[src/rtl/mmd_consts.svh]
// Address map, register layout and reset constants of the memory map decoder
`ifndef MMD_CONSTS_SVH
`define MMD_CONSTS_SVH
`define MMD_INTERNAL_DATA_SPACE_HALF_BIT   7
`define MMD_PCR_OFFSET       8'h87
`define MMD_PCR_RESET        8'h00
`define MMD_PCR_BAUD_BIT     7
`define MMD_PCR_PD_BIT       1
`define MMD_PCR_RSV0_BIT     0
`define MMD_PCR_WMASK        8'h83
`define MMD_PAGE_OFFSET      8'hFA
`define MMD_PAGE_RESET       8'h00
`define MMD_EXTENDED_RAM_SPACE_RAM_END     16'h5FFF
`define MMD_EXTENDED_RAM_SPACE_VALID_END   16'h03C7
`define MMD_PERIPH_BASE      16'h6000
`define MMD_PERIPH_END       16'h7FFF
`define MMD_IOCFG_PAGE       8'h61
`define MMD_PCRX_PAGE        8'h62
`define MMD_CIU_PAGE         8'h63
`define MMD_CIU_LAST_LOW     8'h3F
`define MMD_ROM_END          16'hAFFF
`endif

[src/rtl/mmd_pkg.sv]
// Types shared by the memory map decoder
package mmd_pkg;
  typedef enum logic [2:0] {
    MMD_INTERNAL_DATA_SPACE_LOWER,
    MMD_INTERNAL_DATA_SPACE_UPPER,
    MMD_INTERNAL_DATA_SPACE_SPECIAL
  } mmd_internal_data_space_sel_e;

  typedef enum logic [2:0] {
    MMD_XSEL_NONE,
    MMD_XSEL_RAM,
    MMD_XSEL_IOCFG,
    MMD_XSEL_PCR,
    MMD_XSEL_CIU
  } mmd_extended_ram_space_sel_e;

  typedef enum {
    MMD_RUN,
    MMD_POWER_DOWN
  } mmd_pwr_e;
endpackage

[src/rtl/mmd_top.sv]
// Memory map decoder with power control and page registers
//
// Function
// Addresses 00h-7Fh select lower internal RAM in both addressing modes.
// Direct addresses 80h-FFh go to the special register space.
// Indirect addresses 80h-FFh go to upper internal RAM.
// Direct mode uses the one-byte address field of the instruction.
// Indirect mode uses the named pointer register's contents as address.
// Internal data space spans 384 bytes, 128 of them special registers.
// Extended space is one 64 KB bank with 16-bit addresses.
// Extended 0000h-5FFFh is RAM; only 0000h-03C7h reaches physical RAM.
// Extended 6000h-7FFFh is peripheral space of 32 regions, 256 bytes.
// Region 6100h-61FFh selects I/O and configuration registers.
// Region 6200h-62FFh selects power, clock and reset registers.
// 6300h-633Fh selects contactless unit; 6000h-60FFh and 6340h up reserved.
// Data pointer moves reach every extended address.
// Paged moves use page register high byte, pointer register low byte.
// Program fetches 0000h-AFFFh map onto the 44 KB ROM.
// Power control bit 7 doubles the debug serial baud rate.
// Writing 1 to power control bit 1 enters power-down.
// Power control bits 6-2 read-only; all bits reset to 0.
// Software keeps power control bit 0 at 0 when writing.
// An enabled interrupt wakes the core from power-down.
// Reserved or out-of-range extended accesses ignore writes, read zero.
`include "mmd_consts.svh"
`timescale 1ns/1ns
`default_nettype none
module mmd_top (
  input  wire logic        clk_sys_in,
  input  wire logic        arst_n_in,
  // Internal data access
  input  wire logic        internal_data_space_req_in,
  input  wire logic        internal_data_space_we_in,
  input  wire logic        internal_data_space_indirect_in,
  input  wire logic [7:0]  internal_data_space_field_in,
  input  wire logic [7:0]  internal_data_space_ptr_in,
  input  wire logic [7:0]  internal_data_space_wdata_in,
  // Extended data access
  input  wire logic        extended_ram_space_req_in,
  input  wire logic        extended_ram_space_we_in,
  input  wire logic        extended_ram_space_paged_in,
  input  wire logic [15:0] data_pointer_16_in,
  input  wire logic        extended_ram_space_ptr_sel_in,
  input  wire logic [7:0]  pointer_reg_zero_in,
  input  wire logic [7:0]  pointer_reg_one_in,
  input  wire logic [7:0]  extended_ram_space_wdata_in,
  input  wire logic [7:0]  extended_ram_space_rdata_in,
  // Program fetch
  input  wire logic        fetch_req_in,
  input  wire logic [15:0] fetch_addr_in,
  // Wake source
  input  wire logic        irq_enabled_in,
  // Internal data side outputs
  output logic             internal_data_space_lower_sel_out,
  output logic             internal_data_space_upper_sel_out,
  output logic             special_sel_out,
  output logic [7:0]       internal_data_space_addr_out,
  output logic             internal_data_space_we_out,
  output logic [7:0]       internal_data_space_wdata_out,
  output logic [7:0]       special_rdata_out,
  // Extended side outputs
  output logic [15:0]      extended_ram_space_addr_out,
  output logic             extended_ram_space_ram_sel_out,
  output logic             extended_ram_space_iocfg_sel_out,
  output logic             extended_ram_space_pcr_sel_out,
  output logic             extended_ram_space_ciu_sel_out,
  output logic             extended_ram_space_we_out,
  output logic [7:0]       extended_ram_space_wdata_out,
  output logic [7:0]       extended_ram_space_rdata_out,
  // Program side outputs
  output logic             rom_sel_out,
  output logic [15:0]      rom_addr_out,
  // Power control outputs
  output logic             baud_double_out,
  output logic             cpu_power_down_out
);

  typedef struct packed {
    logic [7:0]              power_control_reg;
    logic [7:0]              ext_page_high_byte;
    mmd_pkg::mmd_pwr_e       pwr;
    logic                    lower_sel;
    logic                    upper_sel;
    logic                    special_sel;
    logic [7:0]              iaddr;
    logic                    iwe;
    logic [7:0]              iwdata;
    logic [7:0]              srdata;
    logic [15:0]             xaddr;
    mmd_pkg::mmd_extended_ram_space_sel_e  xsel;
    logic                    xwe;
    logic [7:0]              xwdata;
    logic [7:0]              xrdata;
    logic                    rom_sel;
    logic [15:0]             rom_addr;
    logic                    ram_sel;
    logic                    iocfg_sel;
    logic                    pcr_sel;
    logic                    ciu_sel;
    logic                    pd;
  } mmd_state_s;

  mmd_state_s state_ff;
  mmd_state_s nxt_state;

  // Address and addressing mode to internal data block
  function automatic mmd_pkg::mmd_internal_data_space_sel_e internal_data_space_decode(
    input logic [7:0] a,
    input logic       indirect
  );
    mmd_pkg::mmd_internal_data_space_sel_e s;
    if (!a[`MMD_INTERNAL_DATA_SPACE_HALF_BIT]) begin
      s = mmd_pkg::MMD_INTERNAL_DATA_SPACE_LOWER;
    end else if (indirect) begin
      s = mmd_pkg::MMD_INTERNAL_DATA_SPACE_UPPER;
    end else begin
      s = mmd_pkg::MMD_INTERNAL_DATA_SPACE_SPECIAL;
    end
    return s;
  endfunction

  // Read value of the locally held special registers
  function automatic logic [7:0] special_read(
    input logic [7:0] a,
    input logic [7:0] pcr,
    input logic [7:0] page
  );
    logic [7:0] d;
    // Other special addresses live outside this block and read zero here
    d = 8'h00;
    if (a == `MMD_PCR_OFFSET) begin
      d = pcr;
    end else if (a == `MMD_PAGE_OFFSET) begin
      d = page;
    end
    return d;
  endfunction

  // Extended address to target region
  function automatic mmd_pkg::mmd_extended_ram_space_sel_e extended_ram_space_decode(input logic [15:0] a);
    mmd_pkg::mmd_extended_ram_space_sel_e s;
    s = mmd_pkg::MMD_XSEL_NONE;
    if (a <= `MMD_EXTENDED_RAM_SPACE_VALID_END) begin
      s = mmd_pkg::MMD_XSEL_RAM;
    end else if (a <= `MMD_EXTENDED_RAM_SPACE_RAM_END) begin
      s = mmd_pkg::MMD_XSEL_NONE;
    end else if (a <= `MMD_PERIPH_END) begin
      case (a[15:8])
        `MMD_IOCFG_PAGE: s = mmd_pkg::MMD_XSEL_IOCFG;
        `MMD_PCRX_PAGE:  s = mmd_pkg::MMD_XSEL_PCR;
        `MMD_CIU_PAGE: begin
          if (a[7:0] <= `MMD_CIU_LAST_LOW) begin
            s = mmd_pkg::MMD_XSEL_CIU;
          end
        end
        default: s = mmd_pkg::MMD_XSEL_NONE;
      endcase
    end
    return s;
  endfunction

  logic [7:0]             ieff_addr;
  mmd_pkg::mmd_internal_data_space_sel_e isel_now;
  logic [15:0]            xeff_addr;
  mmd_pkg::mmd_extended_ram_space_sel_e xsel_now;
  logic                   pcr_hit;
  logic                   page_hit;

  always_comb begin
    nxt_state = state_ff;
    // Indirect takes the pointer contents, direct the instruction field
    ieff_addr = internal_data_space_indirect_in ? internal_data_space_ptr_in : internal_data_space_field_in;
    // Page form builds the address; pointer form reaches all 64 KB
    xeff_addr = extended_ram_space_paged_in
      ? {state_ff.ext_page_high_byte,
         (extended_ram_space_ptr_sel_in ? pointer_reg_one_in : pointer_reg_zero_in)}
      : data_pointer_16_in;
    xsel_now = extended_ram_space_decode(xeff_addr);
    isel_now = internal_data_space_decode(ieff_addr, internal_data_space_indirect_in);
    pcr_hit  = 1'b0;
    page_hit = 1'b0;

    // Internal data steering, 256 addresses fan out to 384 bytes
    nxt_state.lower_sel   = 1'b0;
    nxt_state.upper_sel   = 1'b0;
    nxt_state.special_sel = 1'b0;
    nxt_state.iwe         = 1'b0;
    nxt_state.iaddr       = ieff_addr;
    nxt_state.iwdata      = internal_data_space_wdata_in;
    nxt_state.srdata      = 8'h00;
    if (internal_data_space_req_in) begin
      nxt_state.iwe = internal_data_space_we_in;
      case (isel_now)
        mmd_pkg::MMD_INTERNAL_DATA_SPACE_LOWER: begin
          nxt_state.lower_sel = 1'b1;
        end
        mmd_pkg::MMD_INTERNAL_DATA_SPACE_UPPER: begin
          nxt_state.upper_sel = 1'b1;
        end
        mmd_pkg::MMD_INTERNAL_DATA_SPACE_SPECIAL: begin
          nxt_state.special_sel = 1'b1;
          pcr_hit  = (ieff_addr == `MMD_PCR_OFFSET);
          page_hit = (ieff_addr == `MMD_PAGE_OFFSET);
          nxt_state.srdata = special_read(ieff_addr, state_ff.power_control_reg,
                                          state_ff.ext_page_high_byte);
        end
        default: begin
          nxt_state.lower_sel = 1'b0;
        end
      endcase
    end

    // Local special registers
    if (pcr_hit && internal_data_space_we_in) begin
      // Only bits 7, 1 and 0 take writes; bit 0 is kept clear by software
      nxt_state.power_control_reg = internal_data_space_wdata_in & `MMD_PCR_WMASK;
    end
    if (page_hit && internal_data_space_we_in) begin
      nxt_state.ext_page_high_byte = internal_data_space_wdata_in;
    end

    // Power state: a wake interrupt beats a same-cycle power-down write
    case (state_ff.pwr)
      mmd_pkg::MMD_RUN: begin
        if (pcr_hit && internal_data_space_we_in && internal_data_space_wdata_in[`MMD_PCR_PD_BIT] && !irq_enabled_in) begin
          nxt_state.pwr = mmd_pkg::MMD_POWER_DOWN;
        end else if (pcr_hit && internal_data_space_we_in) begin
          nxt_state.power_control_reg[`MMD_PCR_PD_BIT] = 1'b0;
        end
      end
      mmd_pkg::MMD_POWER_DOWN: begin
        if (irq_enabled_in) begin
          nxt_state.pwr = mmd_pkg::MMD_RUN;
          nxt_state.power_control_reg[`MMD_PCR_PD_BIT] = 1'b0;
        end
      end
      default: nxt_state.pwr = mmd_pkg::MMD_RUN;
    endcase
    // Level flag kept in a flop so the pin never glitches on decode
    nxt_state.pd = (nxt_state.pwr == mmd_pkg::MMD_POWER_DOWN);

    // Extended data steering
    nxt_state.xaddr  = xeff_addr;
    nxt_state.xwdata = extended_ram_space_wdata_in;
    nxt_state.xsel   = mmd_pkg::MMD_XSEL_NONE;
    nxt_state.xwe    = 1'b0;
    if (extended_ram_space_req_in) begin
      nxt_state.xsel = xsel_now;
      // Unmapped targets never see a write strobe
      nxt_state.xwe  = extended_ram_space_we_in && (xsel_now != mmd_pkg::MMD_XSEL_NONE);
    end
    // One-hot selects held in flops so the outputs leave straight from them
    nxt_state.ram_sel   = (nxt_state.xsel == mmd_pkg::MMD_XSEL_RAM);
    nxt_state.iocfg_sel = (nxt_state.xsel == mmd_pkg::MMD_XSEL_IOCFG);
    nxt_state.pcr_sel   = (nxt_state.xsel == mmd_pkg::MMD_XSEL_PCR);
    nxt_state.ciu_sel   = (nxt_state.xsel == mmd_pkg::MMD_XSEL_CIU);
    // Read data returns one cycle after the select; zero when unmapped
    nxt_state.xrdata = (state_ff.xsel == mmd_pkg::MMD_XSEL_NONE)
                       ? 8'h00 : extended_ram_space_rdata_in;

    // Program fetch
    nxt_state.rom_addr = fetch_addr_in;
    nxt_state.rom_sel  = fetch_req_in && (fetch_addr_in <= `MMD_ROM_END);
  end

  always_ff @(posedge clk_sys_in or negedge arst_n_in) begin
    if (!arst_n_in) begin
      state_ff                    <= '0;
      state_ff.power_control_reg  <= `MMD_PCR_RESET;
      state_ff.ext_page_high_byte <= `MMD_PAGE_RESET;
      state_ff.pwr                <= mmd_pkg::MMD_RUN;
      state_ff.xsel               <= mmd_pkg::MMD_XSEL_NONE;
    end else begin
      state_ff <= nxt_state;
    end
  end

  assign internal_data_space_lower_sel_out = state_ff.lower_sel;
  assign internal_data_space_upper_sel_out = state_ff.upper_sel;
  assign special_sel_out     = state_ff.special_sel;
  assign internal_data_space_addr_out      = state_ff.iaddr;
  assign internal_data_space_we_out        = state_ff.iwe;
  assign internal_data_space_wdata_out     = state_ff.iwdata;
  assign special_rdata_out   = state_ff.srdata;
  assign extended_ram_space_addr_out       = state_ff.xaddr;
  assign extended_ram_space_ram_sel_out    = state_ff.ram_sel;
  assign extended_ram_space_iocfg_sel_out  = state_ff.iocfg_sel;
  assign extended_ram_space_pcr_sel_out    = state_ff.pcr_sel;
  assign extended_ram_space_ciu_sel_out    = state_ff.ciu_sel;
  assign extended_ram_space_we_out         = state_ff.xwe;
  assign extended_ram_space_wdata_out      = state_ff.xwdata;
  assign extended_ram_space_rdata_out      = state_ff.xrdata;
  assign rom_sel_out         = state_ff.rom_sel;
  assign rom_addr_out        = state_ff.rom_addr;
  assign baud_double_out     = state_ff.power_control_reg[`MMD_PCR_BAUD_BIT];
  assign cpu_power_down_out  = state_ff.pd;

endmodule
`default_nettype wire

[config.mk]
export PLATFORM = sky130hd
export DESIGN_NAME = mmd_top
export DESIGN_NICKNAME = d
export VERILOG_FILES = /design/src/rtl/mmd_pkg.sv /design/src/rtl/mmd_top.sv
export VERILOG_INCLUDE_DIRS = /design/src /design/src/rtl
export SDC_FILE = /design/constraint.sdc
export NUM_CORES = 1
export LEC_CHECK = 0
export ABC_AREA = 1
export BUFFER_PORTS_ARGS = -buffer_cell sky130_fd_sc_hd__buf_2
export CORE_MARGIN = 2
export CORE_UTILIZATION = 49
export DETAILED_ROUTE_END_ITERATION = 8
export GPL_ROUTABILITY_DRIVEN = 0
export PLACE_DENSITY = 0.81
export SYNTH_ARGS = -nofsm -noshare
export SYNTH_HDL_FRONTEND = slang
export SYNTH_SLANG_ARGS = --single-unit
[constraint.sdc]
create_clock -name clk_sys_in -period 1.6 [get_ports clk_sys_in]
set_input_delay 0 -clock clk_sys_in [delete_from_list [all_inputs] [get_ports clk_sys_in]]
set_output_delay 0 -clock clk_sys_in [all_outputs]
set_load 0.005 [all_outputs]
[After elaboration in Yosys (flattened, before gate mapping)]
Cells that the tools add are included.
Cells by class
  mux-type cells: 33
  equality and inequality tests: 13
  reductions and logical operators: 11
  magnitude comparators: 5
Operators with widths (count)
  32-bit 2-to-1 mux: 2
  32-bit case mux with 2 select lines: 1
  8-bit 2-to-1 mux: 7
  32-bit by 1-bit == test with 1-bit output (second input constant): 1
  32-bit by 2-bit == test with 1-bit output (second input constant): 1
  16-bit by 15-bit less-or-equal comparator with 1-bit output (second input constant): 2
  32-bit zero test: 1
  8-bit by 7-bit == test with 1-bit output (second input constant): 3
  8-bit == test (second input constant): 2
  16-bit by 10-bit less-or-equal comparator with 1-bit output (second input constant): 1
  16-bit less-or-equal comparator (second input constant): 1
  16-bit 2-to-1 mux: 1
  3-bit 2-to-1 mux: 5
  1-bit 2-to-1 mux: 11
  3-bit by 2-bit == test with 1-bit output (second input constant): 3
  3-bit case mux with 3 select lines: 1
  8-bit by 6-bit less-or-equal comparator with 1-bit output (second input constant): 1
  3-bit by 1-bit == test with 1-bit output (second input constant): 2
  1-bit logical AND: 6
  3-bit zero test: 2
  2-bit 2-to-1 mux: 3
  4-bit 2-to-1 mux: 1
  3-bit == test (second input constant): 1
  3-bit nonzero test: 1
  2 further kinds: 2
Storage, ports and cells
  output and inout bits: 84
  logic and storage cells: 85
  bits of input ports: 99
  register bits: 129

[Logic depth before layout (Yosys ltp)]
  depth after elaboration: 12
  mapped depth: 13
  mapped depth without buffers: 12

[Worst setup path before layout]
Ideal clock, no wire load.
  path kind: reg-to-reg
  from: reg state_ff[122] in the netlist's numbering
  to: reg state_ff (netlist bit extended_ram_space_pcr_sel_out)
  buffers on the path: 0
  data arrival time: 1203 ps
  setup slack: 328 ps
  cell stages (with the launch flop): 9
  data required time: 1531 ps
  setup time: 69 ps
  clock period less this slack: 1272 ps
  path through: dfrtp_1 inv_1 nand2_1 o21ai_0 nand2_1 nor2_4 nand4_2 or2_4 nor2_2
RTL lines
  from (decl): RTL line mmd_top.sv:103  | mmd_state_s state_ff;
  from (signal assigned): RTL line mmd_top.sv:274  | state_ff <= nxt_state;

==> results by stage <==
STA:
- In the finished design, the share of the clock period the worst path needs comes to 89.3%.
- After layout, the minimum clock period comes to 1.43 ns.
- The final count of hold timing violations is 0.
- The top achievable clock speed is 0.700 GHz.
- Across the routed clock network, the largest skew measured is 0.00524 ns.
- In the final timing run, aggregate negative setup slack is 0 ns.
- Setup repair after global routing left no endpoint under its margin.
- The number of pins with negative max-slew slack in the final report is 0.
- Setup violations remaining at the end of the flow were counted as 0.

Logic synthesis:
- The count of flip-flops with a built-in enable after synthesis is 0.
- In this run, distinct cell masters in the synthesized netlist total 31.
- After synthesis, flip-flops and latches occupy 64.5% of the total area.
- The biggest area contributor in the post-synthesis netlist is sky130_fd_sc_hd__dfrtp_1.
- After technology mapping, the gate count stands at 459.
- Sorting the synthesized cells by area gives the leading types as sky130_fd_sc_hd__dfrtp_1 65%, sky130_fd_sc_hd__buf_4 11%, sky130_fd_sc_hd__nand2_1 5.6%.
- The mean instance size in the synthesized netlist is 10.9 um2.
- The library cell with the highest instance count after synthesis is sky130_fd_sc_hd__dfrtp_1.
- Counting flops and latches in the post-synthesis netlist gives 129.
- The total standard cell area after synthesis is approximately 5000 um2.
- The Yosys warning count is 0.
- After synthesis, the most frequently instantiated cells are 129 x sky130_fd_sc_hd__dfrtp_1, 75 x sky130_fd_sc_hd__nand2_1, 72 x sky130_fd_sc_hd__buf_4, 42 x sky130_fd_sc_hd__nor2_1, 41 x sky130_fd_sc_hd__inv_1.
- The proportion of register bits with asynchronous set or reset after synthesis is 100%.
- The top cell type by area accounts for 64.5% of the synthesized area.
- For this run, the leading register cell type out of synthesis is sky130_fd_sc_hd__dfrtp_1.

Global route:
- For this run the aggregate overflow at the end of global routing stands at 0.
- The first-pass GRT wire length is 19700 um.
- The number of global-route vias before repair was 4107.
- Global routing used 23.2% of the available tracks across all layers.
- The number of antenna violations at the first check in global routing came to 0.
- Entering global routing, the biggest net connects 55 pins.

Route:
- The remaining antenna violation count is 0.
- In this run, the number of DRC markers left after iteration 0 of detailed routing was around 190.
- The remaining routing DRC violations is 0.
- In the detailed route, the total length drawn on met2 is 6700 um.
- The final layout contains routed wiring with a total length of 12300 um.
- The total length of routed met3 wires is between 800 and 900 um.
- The highest layer used for signal routing is met4.
- The first detailed-routing pass took 4 iterations.
- In the routed layout, each cell is associated on average with a via count of 4.53.
- In the final routing, the length of wire on met1 measures 4510 um.
- The detailed-route via count is 3896.
- The routed length per placed instance is 14.3 um.

Setup path:
- The worst-path cell with the longest stage delay is sky130_fd_sc_hd__dfrtp_1.
- STA classifies the critical path endpoint as a register.
- The delay of the slowest critical-path stage is 0.36 ns.
- The most numerous cell type found on the critical path is sky130_fd_sc_hd__nand2_1.
- Setup slack on the worst reg-to-reg path comes out at 0.17 ns.
- The critical path is of the reg -> reg type.
- Data on the critical path arrives at its endpoint at 1.81 ns.
- The critical-path maximum fanout is 3.
- The data required time at the worst endpoint is 1.98 ns.
- The type of element launching the critical path is a register.
- The critical path goes through inv_1, nand2_1, o21ai_1, nand2_1, nor2_1, nand3_1, nand2_1, nand2_1, inv_2, nor2_1.

Pwr:
- The ratio of total power to cell area is 1060 nW/um2.
- The total power is around 7.7 mW.
- The worst vdd rail ir drop is 0.000597 V.
- The cell leakage power is about 3.8 nW.

Clocking:
- The number of clock buffers added by TritonCTS is 17.
- The number of cells upsized or downsized after cts is 0.
- Counting along the longest clock path gives a buffer depth of 2.
- The tree built by TritonCTS fans out to 129 sinks.
- The clock root buffer master is sky130_fd_sc_hd__clkbuf_8.
- The clock reaches the later pin of the worst-skew pair after 0.50 ns.
- The number of H-tree branching levels is 4.
- The CTS tree is built.
- After clock tree synthesis, the clock-pin slew on the worst setup and hold paths is 0.05 ns.

Die:
- The floorplan step set the die height to ~110 um.
- The area of the die is 11000 um2.
- 183 I/O pins were placed.
- In this run the standard cell core region covers a little under 10000 um2.
- The die boundary width is 105 um.
- The initialized floorplan defines 36 standard-cell rows.
- The initial utilization of the core area, before any placement, comes to 50.7%.

Run status:
- The flow ran to the end, and the final reports show no timing, DRC or antenna violations.

Finish:
- In the final design database the tool counted 816 nets.
- The final core area utilization is 73.1%.
- The share of cells above drive strength 1 is a little over a third.
- The area added between synthesis and finish is 44.0%.
- The filler cell count in the final layout is roughly 630.
- The diode insertion count for antenna repair is 0.
- The finished cells cover 7210 um2.

Job:
- Max-cap violations in this run came to 0.

Placed design:
- The final HPWL from detailed placement is 7380 um.
- During placement, the flow inserted port buffers numbering 182.
- The placed instances occupy a cell area of about 5700 um2.

Hold path:
- The classification of the worst-slack hold path is in -> reg.
==> path summary, 6_finish.rpt <==
check	cells after the start	startpoint	endpoint
max	10	state_ff[120]	state_ff[39]
min	3	extended_ram_space_paged_in	extended_ram_space_addr_out[13]
max reg2reg	10	state_ff[120]	state_ff[39]
min reg2reg	2	state_ff[126]	state_ff[126]
max in group asynchronous	4	arst_n_in	extended_ram_space_addr_out[9]
min in group asynchronous	3	arst_n_in	rom_addr_out[7]
==> critical path: cells and delay by family, from the launching register on <==
family / cells / cell delay, ns
buffers and inverters: 2 / 0.22
AO/OA/AOI/OAI: 1 / 0.10
flip-flops: 1 / 0.36
AND/OR/NAND/NOR: 7 / 0.65
==> timing repair <==
| item | CTS | global route |
|---|---|---|
| hold buffers | 99 | 0 |
| hold endpoints to repair | 222 | 0 |
| buffers inserted | 0 | 0 |
==> cells in the final DEF (no fill, tap or decap), drive strengths merged, types with 2 or more instances in the layout <==
cell type,count
a21oi,11
buf,187
bufinv,2
clkbuf,23
clkinv,4
conb,31
dfrtp,129
dlygate4sd3,99
inv,48
nand2,81
nand3,11
nand4,5
nor2,47
nor3,10
nor4,2
o21ai,26
or2,8
==> kinds of logic after synthesis <==
kind of cell           count (synthesis)  share of synthesized area [%]
buffers and inverters                125                           15.4
AND/OR/NAND/NOR                      166                           15.1
flip-flops                           129                           64.5
AO/OA/AOI/OAI                         38                           4.98
other                                  1                         0.0749
==> registers in the layout, indices dropped and copies added, names as in the netlist, 8 cells and up <==
signal and count:
state_ff 45, rom_addr_out 16, special_rdata_out 8, internal_data_space_wdata_out 8, internal_data_space_addr_out 8, extended_ram_space_rdata_out 8, extended_ram_space_addr_out 16, extended_ram_space_wdata_out 8
==> report_power, final <==
group,internal (mW),total [mW],switching (mW)
clock network,2.26,3.49,1.22
logic,0.390,0.737,0.347
registers,3.40,3.44,0.0405
==> layout make-up <==
type                            count  area (um2)  area share (%)
Timing Repair Buffer              286        1970            27.3
Inverter                           48         185            2.57
Tap cell                          133         166            2.31
Multi-Input combinational cell    235        1120            15.5
Sequential cell                   129        3230            44.8
Clock buffer                       23         457            6.34
Clock inverter                      6        83.8            1.16
==> metal layers <==
layer / GRT usage [%] / vias to the layer above
met3: 7.99 / 25
met5: 0 / -
met1: 24.6 / 1879
met2: 42.2 / 158
met4: 9.05 / 0
li1: - / 1834
==> metrics by stage <==
stage | setup WS, ns | hold slack (ns) | std cells
4_1_cts | 0.179 | 0.0133 | 860
2_1_floorplan | 0.328 | -0.296 | 489
3_5_place_dp | 0.139 | -0.0236 | 732
6_report | 0.172 | 0.0358 | 860
3_3_place_gp | 0.214 | -0.0331 | 732
5_1_grt | 0.0142 | 0.0381 | 860
Power figures use the tool's default switching activity.
